$ cat src/baler_pkg.sv
// Purpose: Shared constants and types for the baling press cycle controller
// Assumes: pclk at 100 MHz, APB register access with 32-bit data
// Notes:   Cycle counts are derived from times given in milliseconds
package baler_pkg;
	localparam int unsigned CLK_HZ        = 100_000_000;
	localparam int unsigned CYC_PER_MS    = CLK_HZ / 1000;
	localparam int unsigned HOLD_MS       = 500;
	localparam int unsigned START_MS      = 4000;
	localparam int unsigned IDLE_MS       = 16000;
	localparam int unsigned SETTLE_MS     = 500;
	localparam int unsigned STROKE_MS     = 15000;
	localparam int unsigned BLINK_MS      = 250;
	localparam int unsigned CYC_HOLD      = HOLD_MS * CYC_PER_MS;
	localparam int unsigned CYC_START     = START_MS * CYC_PER_MS;
	localparam int unsigned CYC_IDLE      = IDLE_MS * CYC_PER_MS;
	localparam int unsigned CYC_SETTLE    = SETTLE_MS * CYC_PER_MS;
	localparam int unsigned CYC_STROKE    = STROKE_MS * CYC_PER_MS;
	localparam int unsigned CYC_BLINK     = BLINK_MS * CYC_PER_MS;
	localparam logic [7:0]  AUTO_LIMIT    = 8'h7F;
	localparam logic [1:0]  OVR_FINAL     = 2'h3;
	localparam logic [7:0]  ADDR_CTRL     = 8'h00;
	localparam logic [7:0]  ADDR_STATUS   = 8'h04;
	localparam logic [7:0]  ADDR_COUNT    = 8'h08;
	localparam logic [7:0]  ADDR_DISPLAY  = 8'h0C;
	localparam int unsigned CTRL_GUARD    = 0;
	localparam int unsigned CTRL_TEMP     = 1;
	localparam logic [1:0]  CTRL_RESET    = 2'h0;

	typedef enum logic [2:0] {
		ST_IDLE   = 3'h0,
		ST_SPIN   = 3'h1,
		ST_DOWN   = 3'h3,
		ST_SETTLE = 3'h2,
		ST_UP     = 3'h6,
		ST_EJECT  = 3'h7,
		ST_HALT   = 3'h4
	} state_t;

	typedef enum logic [2:0] {
		DISP_COUNT                = 3'h0,
		override_count_one        = 3'h1,
		override_count_two        = 3'h2,
		override_count_final      = 3'h3,
		DISP_PS_OPEN              = 3'h4,
		DISP_PS_JAM               = 3'h5,
		excess_cycling_code       = 3'h6,
		DISP_HOT_OR_GUARD         = 3'h7
	} disp_code_t;

	typedef struct packed {
		logic       door_shut;
		logic       hopper;
		logic       full_bale;
		logic       pressure;
		logic       oil_hot;
		logic [1:0] guard_closed;
	} sensors_t;

	typedef struct packed {
		logic cycle;
		logic retract;
		logic eject;
	} keys_t;

	typedef struct packed {
		logic motor;
		logic up;
		logic down;
	} drive_t;

	typedef struct packed {
		logic up;
		logic down;
		logic active;
		logic full;
		logic beeper;
		logic door_open;
	} leds_t;

	typedef struct packed {
		disp_code_t  code;
		logic        guard;
		logic [15:0] value;
	} disp_t;

	typedef struct packed {
		state_t      st;
		logic [31:0] timer;
		logic [31:0] idle;
		logic [31:0] blink;
		logic [31:0] hold_cyc;
		logic [31:0] hold_ret;
		logic        blink_on;
		logic        motor;
		logic        dir_up;
		logic        ret_down;
		logic        seen_open;
		logic        at_bottom;
		logic        auto_mode;
		logic        full_pend;
		logic        full;
		logic        excess;
		logic        ps_open;
		logic        ps_jam;
		logic [1:0]  ovr;
		logic [7:0]  auto_cnt;
		logic [15:0] bales;
		logic [1:0]  ctrl;
		drive_t      drv;
		leds_t       leds;
		disp_t       disp;
		logic [31:0] prdata;
		logic        pready;
		logic        pslverr;
	} ctl_state_t;
endpackage : baler_pkg

$ cat src/baler_press_cycle_controller.sv
// Purpose: Press sequencing, motor control and safety interlocks of a baler
// Assumes: Sensor and key inputs already synchronous to pclk, active high
// Notes:   Long times are parameters so a simulation can shorten them
`timescale 1ns/1ps
module baler_press_cycle_controller
	import baler_pkg::*;
#(
	parameter logic [31:0] HOLD_CYC   = CYC_HOLD,
	parameter logic [31:0] START_CYC  = CYC_START,
	parameter logic [31:0] IDLE_CYC   = CYC_IDLE,
	parameter logic [31:0] SETTLE_CYC = CYC_SETTLE,
	parameter logic [31:0] STROKE_CYC = CYC_STROKE,
	parameter logic [31:0] BLINK_CYC  = CYC_BLINK
)(
	input  wire logic        pclk,
	input  wire logic        presetn,
	input  wire logic        psel,
	input  wire logic        penable,
	input  wire logic        pwrite,
	input  wire logic [7:0]  paddr,
	input  wire logic [31:0] pwdata,
	output logic [31:0]      prdata,
	output logic             pready,
	output logic             pslverr,
	input  wire sensors_t    sens,
	input  wire keys_t       keys,
	output drive_t           drive,
	output leds_t            leds,
	output disp_t            display
);
	ctl_state_t r;
	ctl_state_t next_r;

	function automatic logic done(input logic [31:0] t, input logic [31:0] lim);
		done = (t >= lim - 32'h1);
	endfunction : done

	function automatic logic [31:0] reg_read(input ctl_state_t s, input logic [7:0] a);
		case (a)
			ADDR_CTRL:    reg_read = {30'h0, s.ctrl};
			ADDR_STATUS:  reg_read = {16'h0, s.auto_cnt, s.ps_jam, s.ps_open, s.excess,
			                          s.full, s.auto_mode, s.st};
			ADDR_COUNT:   reg_read = {14'h0, s.ovr, s.bales};
			ADDR_DISPLAY: reg_read = {12'h0, s.disp.guard, s.disp.code, s.disp.value};
			default:      reg_read = 32'h0;
		endcase
	endfunction : reg_read

	always_comb
	begin
		logic door_bad;
		logic guard_bad;
		logic cyc_go;
		logic ret_go;
		logic want;
		logic want_up;
		logic final_ovr;
		door_bad  = 1'b0;
		guard_bad = 1'b0;
		cyc_go    = 1'b0;
		ret_go    = 1'b0;
		want      = 1'b0;
		want_up   = 1'b0;
		final_ovr = 1'b0;
		next_r    = r;
		next_r.pready  = 1'b0;
		next_r.pslverr = 1'b0;

		// Register access: answer in the first access cycle
		if (psel && !penable)
		begin
			next_r.pready  = 1'b1;
			next_r.prdata  = reg_read(r, paddr);
			next_r.pslverr = !(paddr == ADDR_CTRL || paddr == ADDR_STATUS ||
			                   paddr == ADDR_COUNT || paddr == ADDR_DISPLAY);
		end
		if (psel && penable && r.pready && pwrite && paddr == ADDR_CTRL)
			next_r.ctrl = pwdata[1:0];

		door_bad  = !sens.door_shut;
		guard_bad = r.ctrl[CTRL_GUARD] && (sens.guard_closed != 2'b11);
		final_ovr = r.full && (r.ovr == OVR_FINAL);

		// Key filters emit one pulse when a hold reaches half a second
		if (keys.cycle && !door_bad && !guard_bad)
			next_r.hold_cyc = done(r.hold_cyc, HOLD_CYC) ? r.hold_cyc : r.hold_cyc + 32'h1;
		else
			next_r.hold_cyc = 32'h0;
		if (keys.retract && !door_bad && !guard_bad)
			next_r.hold_ret = done(r.hold_ret, HOLD_CYC) ? r.hold_ret : r.hold_ret + 32'h1;
		else
			next_r.hold_ret = 32'h0;
		cyc_go = keys.cycle && !door_bad && !guard_bad && (r.hold_cyc == HOLD_CYC - 32'h2);
		ret_go = keys.retract && !door_bad && !guard_bad && (r.hold_ret == HOLD_CYC - 32'h2);

		next_r.blink = done(r.blink, BLINK_CYC) ? 32'h0 : r.blink + 32'h1;
		if (done(r.blink, BLINK_CYC))
			next_r.blink_on = !r.blink_on;
		next_r.timer = r.timer + 32'h1;

		case (r.st)
			ST_IDLE:
			begin
				if (r.motor)
				begin
					next_r.idle = r.idle + 32'h1;
					if (done(r.idle, IDLE_CYC))
						next_r.motor = 1'b0;
				end
				if (ret_go)
				begin
					want           = 1'b1;
					want_up        = 1'b1;
					next_r.ret_down  = 1'b0;
					next_r.auto_mode = 1'b0;
				end
				else if (cyc_go && !final_ovr)
				begin
					if (r.full)
						next_r.ovr = r.ovr + 2'h1;
					next_r.auto_mode = 1'b1;
					next_r.excess    = 1'b0;
					next_r.auto_cnt  = 8'h0;
					want             = 1'b1;
					want_up          = r.at_bottom;
					next_r.ret_down  = r.at_bottom;
				end
				else if (r.auto_mode && sens.hopper && r.at_bottom && !r.full && !door_bad)
				begin
					if (r.auto_cnt == AUTO_LIMIT)
					begin
						next_r.excess    = 1'b1;
						next_r.auto_mode = 1'b0;
					end
					else
					begin
						next_r.auto_cnt = r.auto_cnt + 8'h1;
						want            = 1'b1;
						want_up         = 1'b1;
						next_r.ret_down = 1'b1;
					end
				end
				else if (keys.eject && door_bad)
				begin
					next_r.st    = ST_EJECT;
					next_r.timer = 32'h0;
				end
				if (want)
				begin
					next_r.dir_up    = want_up;
					next_r.idle      = 32'h0;
					next_r.seen_open = 1'b0;
					next_r.timer     = 32'h0;
					next_r.motor     = 1'b1;
					// A cold motor spins up unloaded before any stroke
					next_r.st = r.motor ? (want_up ? ST_UP : ST_DOWN) : ST_SPIN;
				end
			end
			ST_SPIN:
			begin
				if (done(r.timer, START_CYC))
				begin
					next_r.st    = r.dir_up ? ST_UP : ST_DOWN;
					next_r.timer = 32'h0;
				end
			end
			ST_DOWN, ST_UP:
			begin
				if (sens.full_bale)
					next_r.full_pend = 1'b1;
				if (!sens.pressure)
					next_r.seen_open = 1'b1;
				if (r.seen_open && sens.pressure)
				begin
					next_r.st    = ST_SETTLE;
					next_r.timer = 32'h0;
				end
				else if (done(r.timer, STROKE_CYC))
				begin
					next_r.ps_open   = r.seen_open;
					next_r.ps_jam    = !r.seen_open;
					next_r.auto_mode = 1'b0;
					next_r.motor     = 1'b0;
					next_r.st        = ST_HALT;
				end
			end
			ST_SETTLE:
			begin
				if (done(r.timer, SETTLE_CYC))
				begin
					next_r.at_bottom = !r.dir_up;
					next_r.timer     = 32'h0;
					next_r.idle      = 32'h0;
					next_r.st        = ST_IDLE;
					if (r.full_pend)
						next_r.full = 1'b1;
					if (r.dir_up && r.ret_down && !final_ovr)
					begin
						next_r.dir_up    = 1'b0;
						next_r.ret_down  = 1'b0;
						next_r.seen_open = 1'b0;
						next_r.st        = ST_DOWN;
					end
				end
			end
			ST_EJECT:
			begin
				next_r.motor = 1'b1;
				if (!keys.eject || !door_bad)
				begin
					next_r.motor     = 1'b0;
					next_r.bales     = r.bales + 16'h1;
					next_r.ovr       = 2'h0;
					next_r.full      = 1'b0;
					next_r.full_pend = 1'b0;
					next_r.st        = ST_IDLE;
				end
			end
			ST_HALT:
			begin
				next_r.motor = 1'b0;
				if (cyc_go || ret_go)
				begin
					next_r.ps_open = 1'b0;
					next_r.ps_jam  = 1'b0;
					next_r.st      = ST_IDLE;
				end
			end
			default:
				next_r.st = ST_IDLE;
		endcase

		// Interlocks override whatever the sequencer chose, except that an open door leaves eject running
		if (door_bad)
		begin
			next_r.auto_cnt = 8'h0;
			if (next_r.st != ST_EJECT)
			begin
				next_r.motor = 1'b0;
				if (next_r.st != ST_HALT)
					next_r.st = ST_IDLE;
			end
		end
		if (guard_bad)
		begin
			next_r.motor = 1'b0;
			if (next_r.st != ST_HALT)
				next_r.st = ST_IDLE;
		end
		if (r.ctrl[CTRL_TEMP] && sens.oil_hot)
			next_r.auto_mode = 1'b0;

		next_r.drv.motor = next_r.motor;
		next_r.drv.up    = (next_r.st == ST_UP) || (next_r.st == ST_SETTLE && next_r.dir_up);
		next_r.drv.down  = (next_r.st == ST_DOWN) || (next_r.st == ST_SETTLE && !next_r.dir_up);
		// Direction LED stays lit through spin-up and settle, then drops
		next_r.leds.up   = (next_r.st == ST_EJECT) || (next_r.dir_up &&
		                   (next_r.st == ST_SPIN || next_r.drv.up));
		next_r.leds.down = (next_r.st == ST_EJECT) || (!next_r.dir_up &&
		                   (next_r.st == ST_SPIN || next_r.drv.down));
		next_r.leds.active    = next_r.auto_mode && next_r.blink_on;
		next_r.leds.full      = next_r.full;
		next_r.leds.beeper    = next_r.full;
		next_r.leds.door_open = door_bad;

		next_r.disp.guard = guard_bad;
		next_r.disp.value = next_r.bales;
		if (guard_bad || (r.ctrl[CTRL_TEMP] && sens.oil_hot))
			next_r.disp.code = DISP_HOT_OR_GUARD;
		else if (next_r.ps_open)
			next_r.disp.code = DISP_PS_OPEN;
		else if (next_r.ps_jam)
			next_r.disp.code = DISP_PS_JAM;
		else if (next_r.excess)
			next_r.disp.code = excess_cycling_code;
		else if (next_r.full && next_r.ovr != 2'h0)
			next_r.disp.code = disp_code_t'({1'b0, next_r.ovr});
		else
			next_r.disp.code = DISP_COUNT;
	end

	always_ff @(posedge pclk or negedge presetn)
	begin
		if (!presetn)
		begin
			r      <= '0;
			r.st   <= ST_IDLE;
			r.ctrl <= CTRL_RESET;
		end
		else
			r <= next_r;
	end

	assign prdata  = r.prdata;
	assign pready  = r.pready;
	assign pslverr = r.pslverr;
	assign drive   = r.drv;
	assign leds    = r.leds;
	assign display = r.disp;
endmodule : baler_press_cycle_controller

$ cat config.mk
export PLATFORM = sky130hd
export DESIGN_NAME = baler_press_cycle_controller
export DESIGN_NICKNAME = d
export VERILOG_FILES = /design/src/baler_pkg.sv /design/src/baler_press_cycle_controller.sv
export SDC_FILE = /design/constraint.sdc
export NUM_CORES = 1
export LEC_CHECK = 0
export ABC_AREA = 0
export BUFFER_PORTS_ARGS = -buffer_cell sky130_fd_sc_hd__buf_2
export CAP_MARGIN = 30
export CORE_MARGIN = 10
export CORE_UTILIZATION = 50
export DETAILED_ROUTE_END_ITERATION = 12
export GPL_ROUTABILITY_DRIVEN = 0
export GPL_TIMING_DRIVEN = 0
export PLACE_DENSITY_LB_ADDON = 0.1
export SKIP_LAST_GASP = 1
export SYNTH_ARGS = -nofsm -noshare
export SYNTH_HDL_FRONTEND = slang
export SYNTH_SLANG_ARGS = --single-unit
$ cat constraint.sdc
create_clock -name pclk -period 3.1 [get_ports pclk]
set_input_delay 0.155 -clock pclk [delete_from_list [all_inputs] [get_ports pclk]]
set_output_delay 0.155 -clock pclk [all_outputs]
set_load 0.01 [all_outputs]
Word level (Yosys, flattened, before mapping)
Cells that the tools add are included.
W data, S select, Z words.
- add/sub/neg operators: 8
- $lt $le $gt $ge: 7
- equality and inequality tests: 37
- mux-type cells: 99
- reduce and logical (&&, ||, !) cells: 66
- operator list (kind ; count):
    $mux W32 ; 7
    $mux W35 ; 5
    $add A32 B1 Y32 const B ; 5
    $mux W67 ; 2
    $pmux W32 S4 ; 1
    $ge A32 B26 Y1 const B ; 3
    $pmux W20 S4 ; 1
    $eq A32 B26 Y1 const B ; 2
    $ge A32 B31 Y1 const B ; 2
    $pmux W32 S2 ; 1
    $mux W3 ; 17
    $mux W8 ; 5
    $mux W1 ; 38
    $ge A32 B25 Y1 const B ; 1
    $ge A32 B29 Y1 const B ; 1
    $logic_and A1 B1 Y1 ; 29
    $mux W2 ; 11
    $ne A2 B2 Y1 const B ; 10
    $pmux W3 S6 ; 1
    $add A16 B1 Y16 const B ; 1
    $eq A8 B4 Y1 const B ; 2
    $eq A3 B3 Y1 const B ; 5
    $ne A3 B3 Y1 const B ; 5
    $eq A3 B2 Y1 const B ; 4
    other kinds (26) ; 58
- flip-flop bits (word level): 235
- bits of input ports: 55
- output and inout bits: 63
- word-level logic and storage cells: 250

Depth between registers and ports, before layout
- depth after elaboration: 26
- gate-level depth with buffers: 12
- mapped depth without buffers: 11

Worst setup path before layout
OpenSTA, ideal clock, no wires.
- kind: register -> register
- start point: reg r[103] (netlist bit)
- end point: reg r (netlist bit leds[5])
- setup time: 0.070 ns
- arrival time: 2.535 ns
- data required time: 3.030 ns
- path slack: 0.495 ns
- cell stages (with the launch flop): 12
- path buffers: 1
- period minus slack after synthesis: 2.605 ns
- cells stage by stage: dfrtp_1 > inv_1 > ha_1 > nand4b_1 > nor4b_4 > nand3_1 > o2111ai_2 > a31oi_1 > or4_4 > buf_6 > or4_1 > nand3_1
- RTL lines (item ; line ; text):
    from (decl) ; baler_press_cycle_controller.sv:31 ; ctl_state_t r;
    from (signal assigned) ; baler_press_cycle_controller.sv:291 ; r <= next_r;

Worst setup path in the final report
- start point: reg r[81] (netlist bit)
- end point: reg r[214] (netlist bit)
- word-level cells in the longest chain between the ends: 8
- elaborated cells on any way between the ends: 10
- classes of those cells: eq/ne (2); mux (7); reduce/logical (1)
- ends and longest elaborated chain (item ; line ; text):
    $eq A8 B7 Y1 (*) ; baler_press_cycle_controller.sv:130 ; if (r.auto_cnt == AUTO_LIMIT)
    $mux W1 (*) ; baler_press_cycle_controller.sv:130 ;
    $mux W1 (*) ; baler_press_cycle_controller.sv:128 ; else if (r.auto_mode && sens.hopper && r.at_bottom && !r.full && !door_bad)
    $mux W1 (*) ; baler_press_cycle_controller.sv:117 ; else if (cyc_go && !final_ovr)
    $mux W1 (*) ; baler_press_cycle_controller.sv:110 ; if (ret_go)
    $mux W1 (*) ; baler_press_cycle_controller.sv:101 ; case (r.st)
    $ne A3 B3 Y1 (no line) / $mux W67 (equally long branches) ; n/a ;
    $reduce_and A3 Y1 (no line) / $pmux W32 S2 (equally long branches) ; n/a ;
Every way passes the cells marked *; elsewhere a longest branch is shown, timed or not. The select of a mux whose other input is x is not followed.
A chain may end at the register's enable or synchronous reset.

==> Implementation_results.wiki <==
{| class="wikitable"
! Metric !! Value
|-
| Run status || complete, no violations
|-
| Number of fill cells || 2268
|-
| Global-route usage over all layers || 18.5%
|-
| Area of the placeable core || 25100 um^2
|-
| Largest buffer count on any clock path || 3
|-
| Routed Wire Length || 30.1 mm
|-
| Commonest cells after routing, fill and taps aside || 234 x dfrtp_1, 179 x nor2_1, 131 x nand2_1
|-
| Required @ worst endpoint || about 3500 ps
|-
| Cell leakage power || between 6 and 7 nW
|-
| Min setup slack post-route || 117 ps
|-
| Synth Instances || 1396
|-
| # H-tree levels || 1
|-
| Root cell of the clock tree || clkbuf_16
|-
| Final Cycle Share || 96.2%
|-
| Maximum clock frequency || 0.335 GHz
|-
| TritonCTS clock tree || yes
|-
| Fraction of power spent switching nets || 27.4%
|-
| Final HPWL DP || around 21 mm
|-
| Count of antenna diodes in the layout || 0
|-
| Count of maximum capacitance violations || 0
|-
| First-pass GRT wire length || 49.9 mm
|-
| Number of vias in the routed layout || roughly 10000
|-
| CP Capture Type || flip-flop
|-
| Max-slew violation count || 0
|-
| Share of power burned in combinational logic || 16.6%
|-
| Residual DRC count || 0
|-
| Non-filler instance count after layout || 1881
|-
| CTS Sinks || 235
|-
| Largest vdd supply drop || 0.403 mV
|-
| Post-synthesis register bit count || 235
|-
| Crit path kind || reg -> reg
|-
| Initial standard-cell utilization of the core || about half
|-
| RSZ-0062 raised after global routing || yes
|-
| Leading area contributor after synthesis || dfrtp_1
|-
| Clock insertion delay at the later pin of the skew report || 530 ps
|-
| First DRT Iteration DRCs || 973
|-
| Buf/Inv on CP || 3
|-
| Cell Area, Synth || approximately 13000 um^2
|-
| Final antenna-violating net count || 0
|-
| Antenna violations before repair || 0
|-
| Internal reg-to-reg setup slack || roughly 120 ps
|-
| Vertical extent of the die || 179 um
|-
| Final net count || 1599
|-
| Number of buffers inserted during clock tree synthesis || 26
|-
| Critical path peak fanout || 10
|-
| Post-synth EDFFs || 0
|-
| Internal power summed over all cells || 5.93 mW
|-
| Register clock-pin slew on the reported worst setup and hold paths || 60 ps
|-
| Path category of the worst min-delay check || in -> reg
|-
| Pwr dens || 551 nW/um^2
|-
| Final critical delay including setup and external delays || 2980 ps
|-
| Slew HR || 46.2%
|-
| Growth of design area from synthesis to finish || 16.8%
|-
| Clock network fraction of total power || 42.3%
|-
| Number of buffers added on ports || 73
|-
| Worst setup slack before clock tree synthesis || -438 ps
|-
| Inst Count DP || 1820
|-
| Pin count of the biggest net entering global routing || 101
|-
| Gr ovfl total || 0
|-
| Data arrival time at the worst-slack endpoint || 3390 ps
|-
| Per-cell via count in the routed design || about 5.6
|-
| Warnings, synthesis || 0
|-
| Count of endpoints failing hold in the final timing report || 0
|-
| Worst-Margin Slew || 787 ps
|-
| CP max stage delay || 580 ps
|-
| Clock tree skew after final layout || 19.0 ps
|-
| Ranking of synthesized cells by area || dfrtp_1 46%, nor2_1 5.3%, xnor2_1 4.8%
|-
| Relative contribution of sequential cells to total power || ~41%
|-
| Flip-flop cell with the highest count after synthesis || dfrtp_1
|-
| Average instance area after synthesis || 9.10 um^2
|-
| Layout cell share with drive strength beyond 1 || 15.6%
|-
| Count of different cell masters after synthesis || 81
|-
| Dominant cell type by count on the critical path || buf_4
|-
| TritonRoute pass-1 iters || 5
|-
| Number of standard-cell rows in the floorplan || 58
|-
| Slowest CP cell || or4_1
|-
| WL per Instance || 16.0 um
|-
| Die span in x || 179 um
|-
| Crit start category || flip-flop
|-
| I/O pin cnt || 118
|-
| Async set-reset flop share out of synthesis || between 90% and 100%
|-
| Proportion of netlist area held by the largest area contributor || between 40% and 50%
|-
| Floorplan die area || 32200 um^2
|-
| Count of final setup violators || 0
|-
| Cell family with most CP delay || simple AND/OR/NAND/NOR gates
|-
| Critical-path cell list || ha_2 > nand3_2 > nor4_4 > nor2_1 > or4_1 > a21oi_4 > buf_4 > buf_6 > buf_4 > o21ai_0 > o31ai_1
|-
| Sw Pwr || 2.23 mW
|-
| Minimum hold slack || 83.2 ps
|-
| Final core occ || around three fifths
|-
| Vias in the first global route || 9937
|-
| Most frequent standard cell in the layout excluding fill and tap cells || dfrtp_1
|-
| Share of the yosys chip area belonging to registers || 46.3%
|}
## stage by stage
step | area, um^2 | setup TNS (ps) | power (mW)
global route | 14800 | -112 | 8.55
floorplan | 12800 | 0 | 4.26
CTS | 14700 | 0 | 8.18
global placement | 13500 | -553360 | 4.66
detailed placement | 13600 | -9240 | 4.69
finish | 14800 | 0 | 8.17
## logic make-up after synthesis
| family | Yosys count | synth area share [%] |
|---|---|---|
| and+or+nand+nor | 642 | 25.6 |
| AOI/OAI and AO/OA | 239 | 12.1 |
| DFF | 235 | 46.3 |
| buffers and inverters | 150 | 6.60 |
| xor gates and xnor gates | 110 | 7.59 |
| adders and majority gates | 10 | 0.985 |
| muxes | 9 | 0.729 |
| other | 1 | 0.0295 |
## final cells by class
type / instances / area (um^2) / area share, %
buffer: 118 / 729 / 4.92
clock buffer: 33 / 718 / 4.84
clock inverter: 12 / 239 / 1.61
inverter: 32 / 120 / 0.810
multi-input combinational: 1029 / 6150 / 41.5
sequential: 235 / 5880 / 39.7
tap: 330 / 413 / 2.78
timing repair buffer: 92 / 578 / 3.90
## power groups by stage
stage	Sequential (mW)	Clock, mW	Combinational (mW)
final	3.36	3.45	1.35
after global routing	3.38	3.65	1.52
after CTS	3.36	3.52	1.30
after detailed placement	3.41	0	1.27
after global placement	3.41	0	1.25
after floorplan	3.37	0	0.893
## worst reg2reg max path, cell delays in order, from the launching register on
cell and delay (ps):
dfrtp_2 410, ha_2 210, nand3_2 150, nor4_4 420
nor2_1 140, or4_1 580, a21oi_4 290, buf_4 160
buf_6 130, buf_4 190, o21ai_0 100, o31ai_1 90
## layer usage
layer	vias to the layer above	share of wire (%)	track usage, %	wire, um
met4	0	1.4	3.79	422
li1	5143	-	-	-
met1	5052	48	26.5	14400
met3	24	6.4	3.37	1930
met5	-	0	0	0
met2	241	45	28.6	13400
## cells in the mapped netlist, types with 4 or more instances
master / count
o31ai_1: 15
and3_1: 35
nand4_1: 41
a211oi_1: 10
buf_4: 61
nand2_1: 131
xor2_1: 40
o211ai_1: 5
nand3_1: 80
and4_1: 13
or4_1: 12
a22oi_1: 16
xnor2_1: 70
a31oi_1: 13
a21o_1: 9
o22ai_1: 4
nor4_1: 27
dfrtp_1: 235
o21a_1: 4
clkbuf_1: 37
a21oi_1: 41
nor4bb_1: 5
nor2b_1: 12
buf_2: 13
o21ai_0: 87
ha_1: 10
buf_6: 4
and2_1: 16
nor4b_1: 4
nor3_1: 38
mux2i_1: 7
nand2b_1: 8
nor2_1: 179
or3_1: 15
inv_1: 32
## what timing repair did
action / in CTS / in global routing
resized for setup: 6 / 19
buffers inserted: 0 / 7
setup endpoints to repair: 66 / 71
pin swaps: 1 / 3
hold buffers: 9 / 0
endpoints found under the hold margin: 84 / 0
## registers in the layout, indices dropped and copies added (netlist names)
name,count
r,185
display,20
prdata,20
leds,5
drive,3
pready,1
pslverr,1
## path summary, 6_finish.rpt
check                                       start                endpoint  cells past startpoint
worst max register to register  r[81]$_DFFE_PN0P_      r[214]$_DFFE_PN0P_                     11
worst min register to register   r[102]$_DFF_PN0_        r[102]$_DFF_PN0_                      1
min in group asynchronous                 presetn        r[190]$_DFF_PN0_                      2
worst max-delay path            r[81]$_DFFE_PN0P_      r[214]$_DFFE_PN0P_                     11
max in group asynchronous                 presetn       r[81]$_DFFE_PN0P_                      3
worst min-delay path                     paddr[2]  prdata[19]$_DFFE_PN0P_                      3
Power figures use the tool's default switching activity.
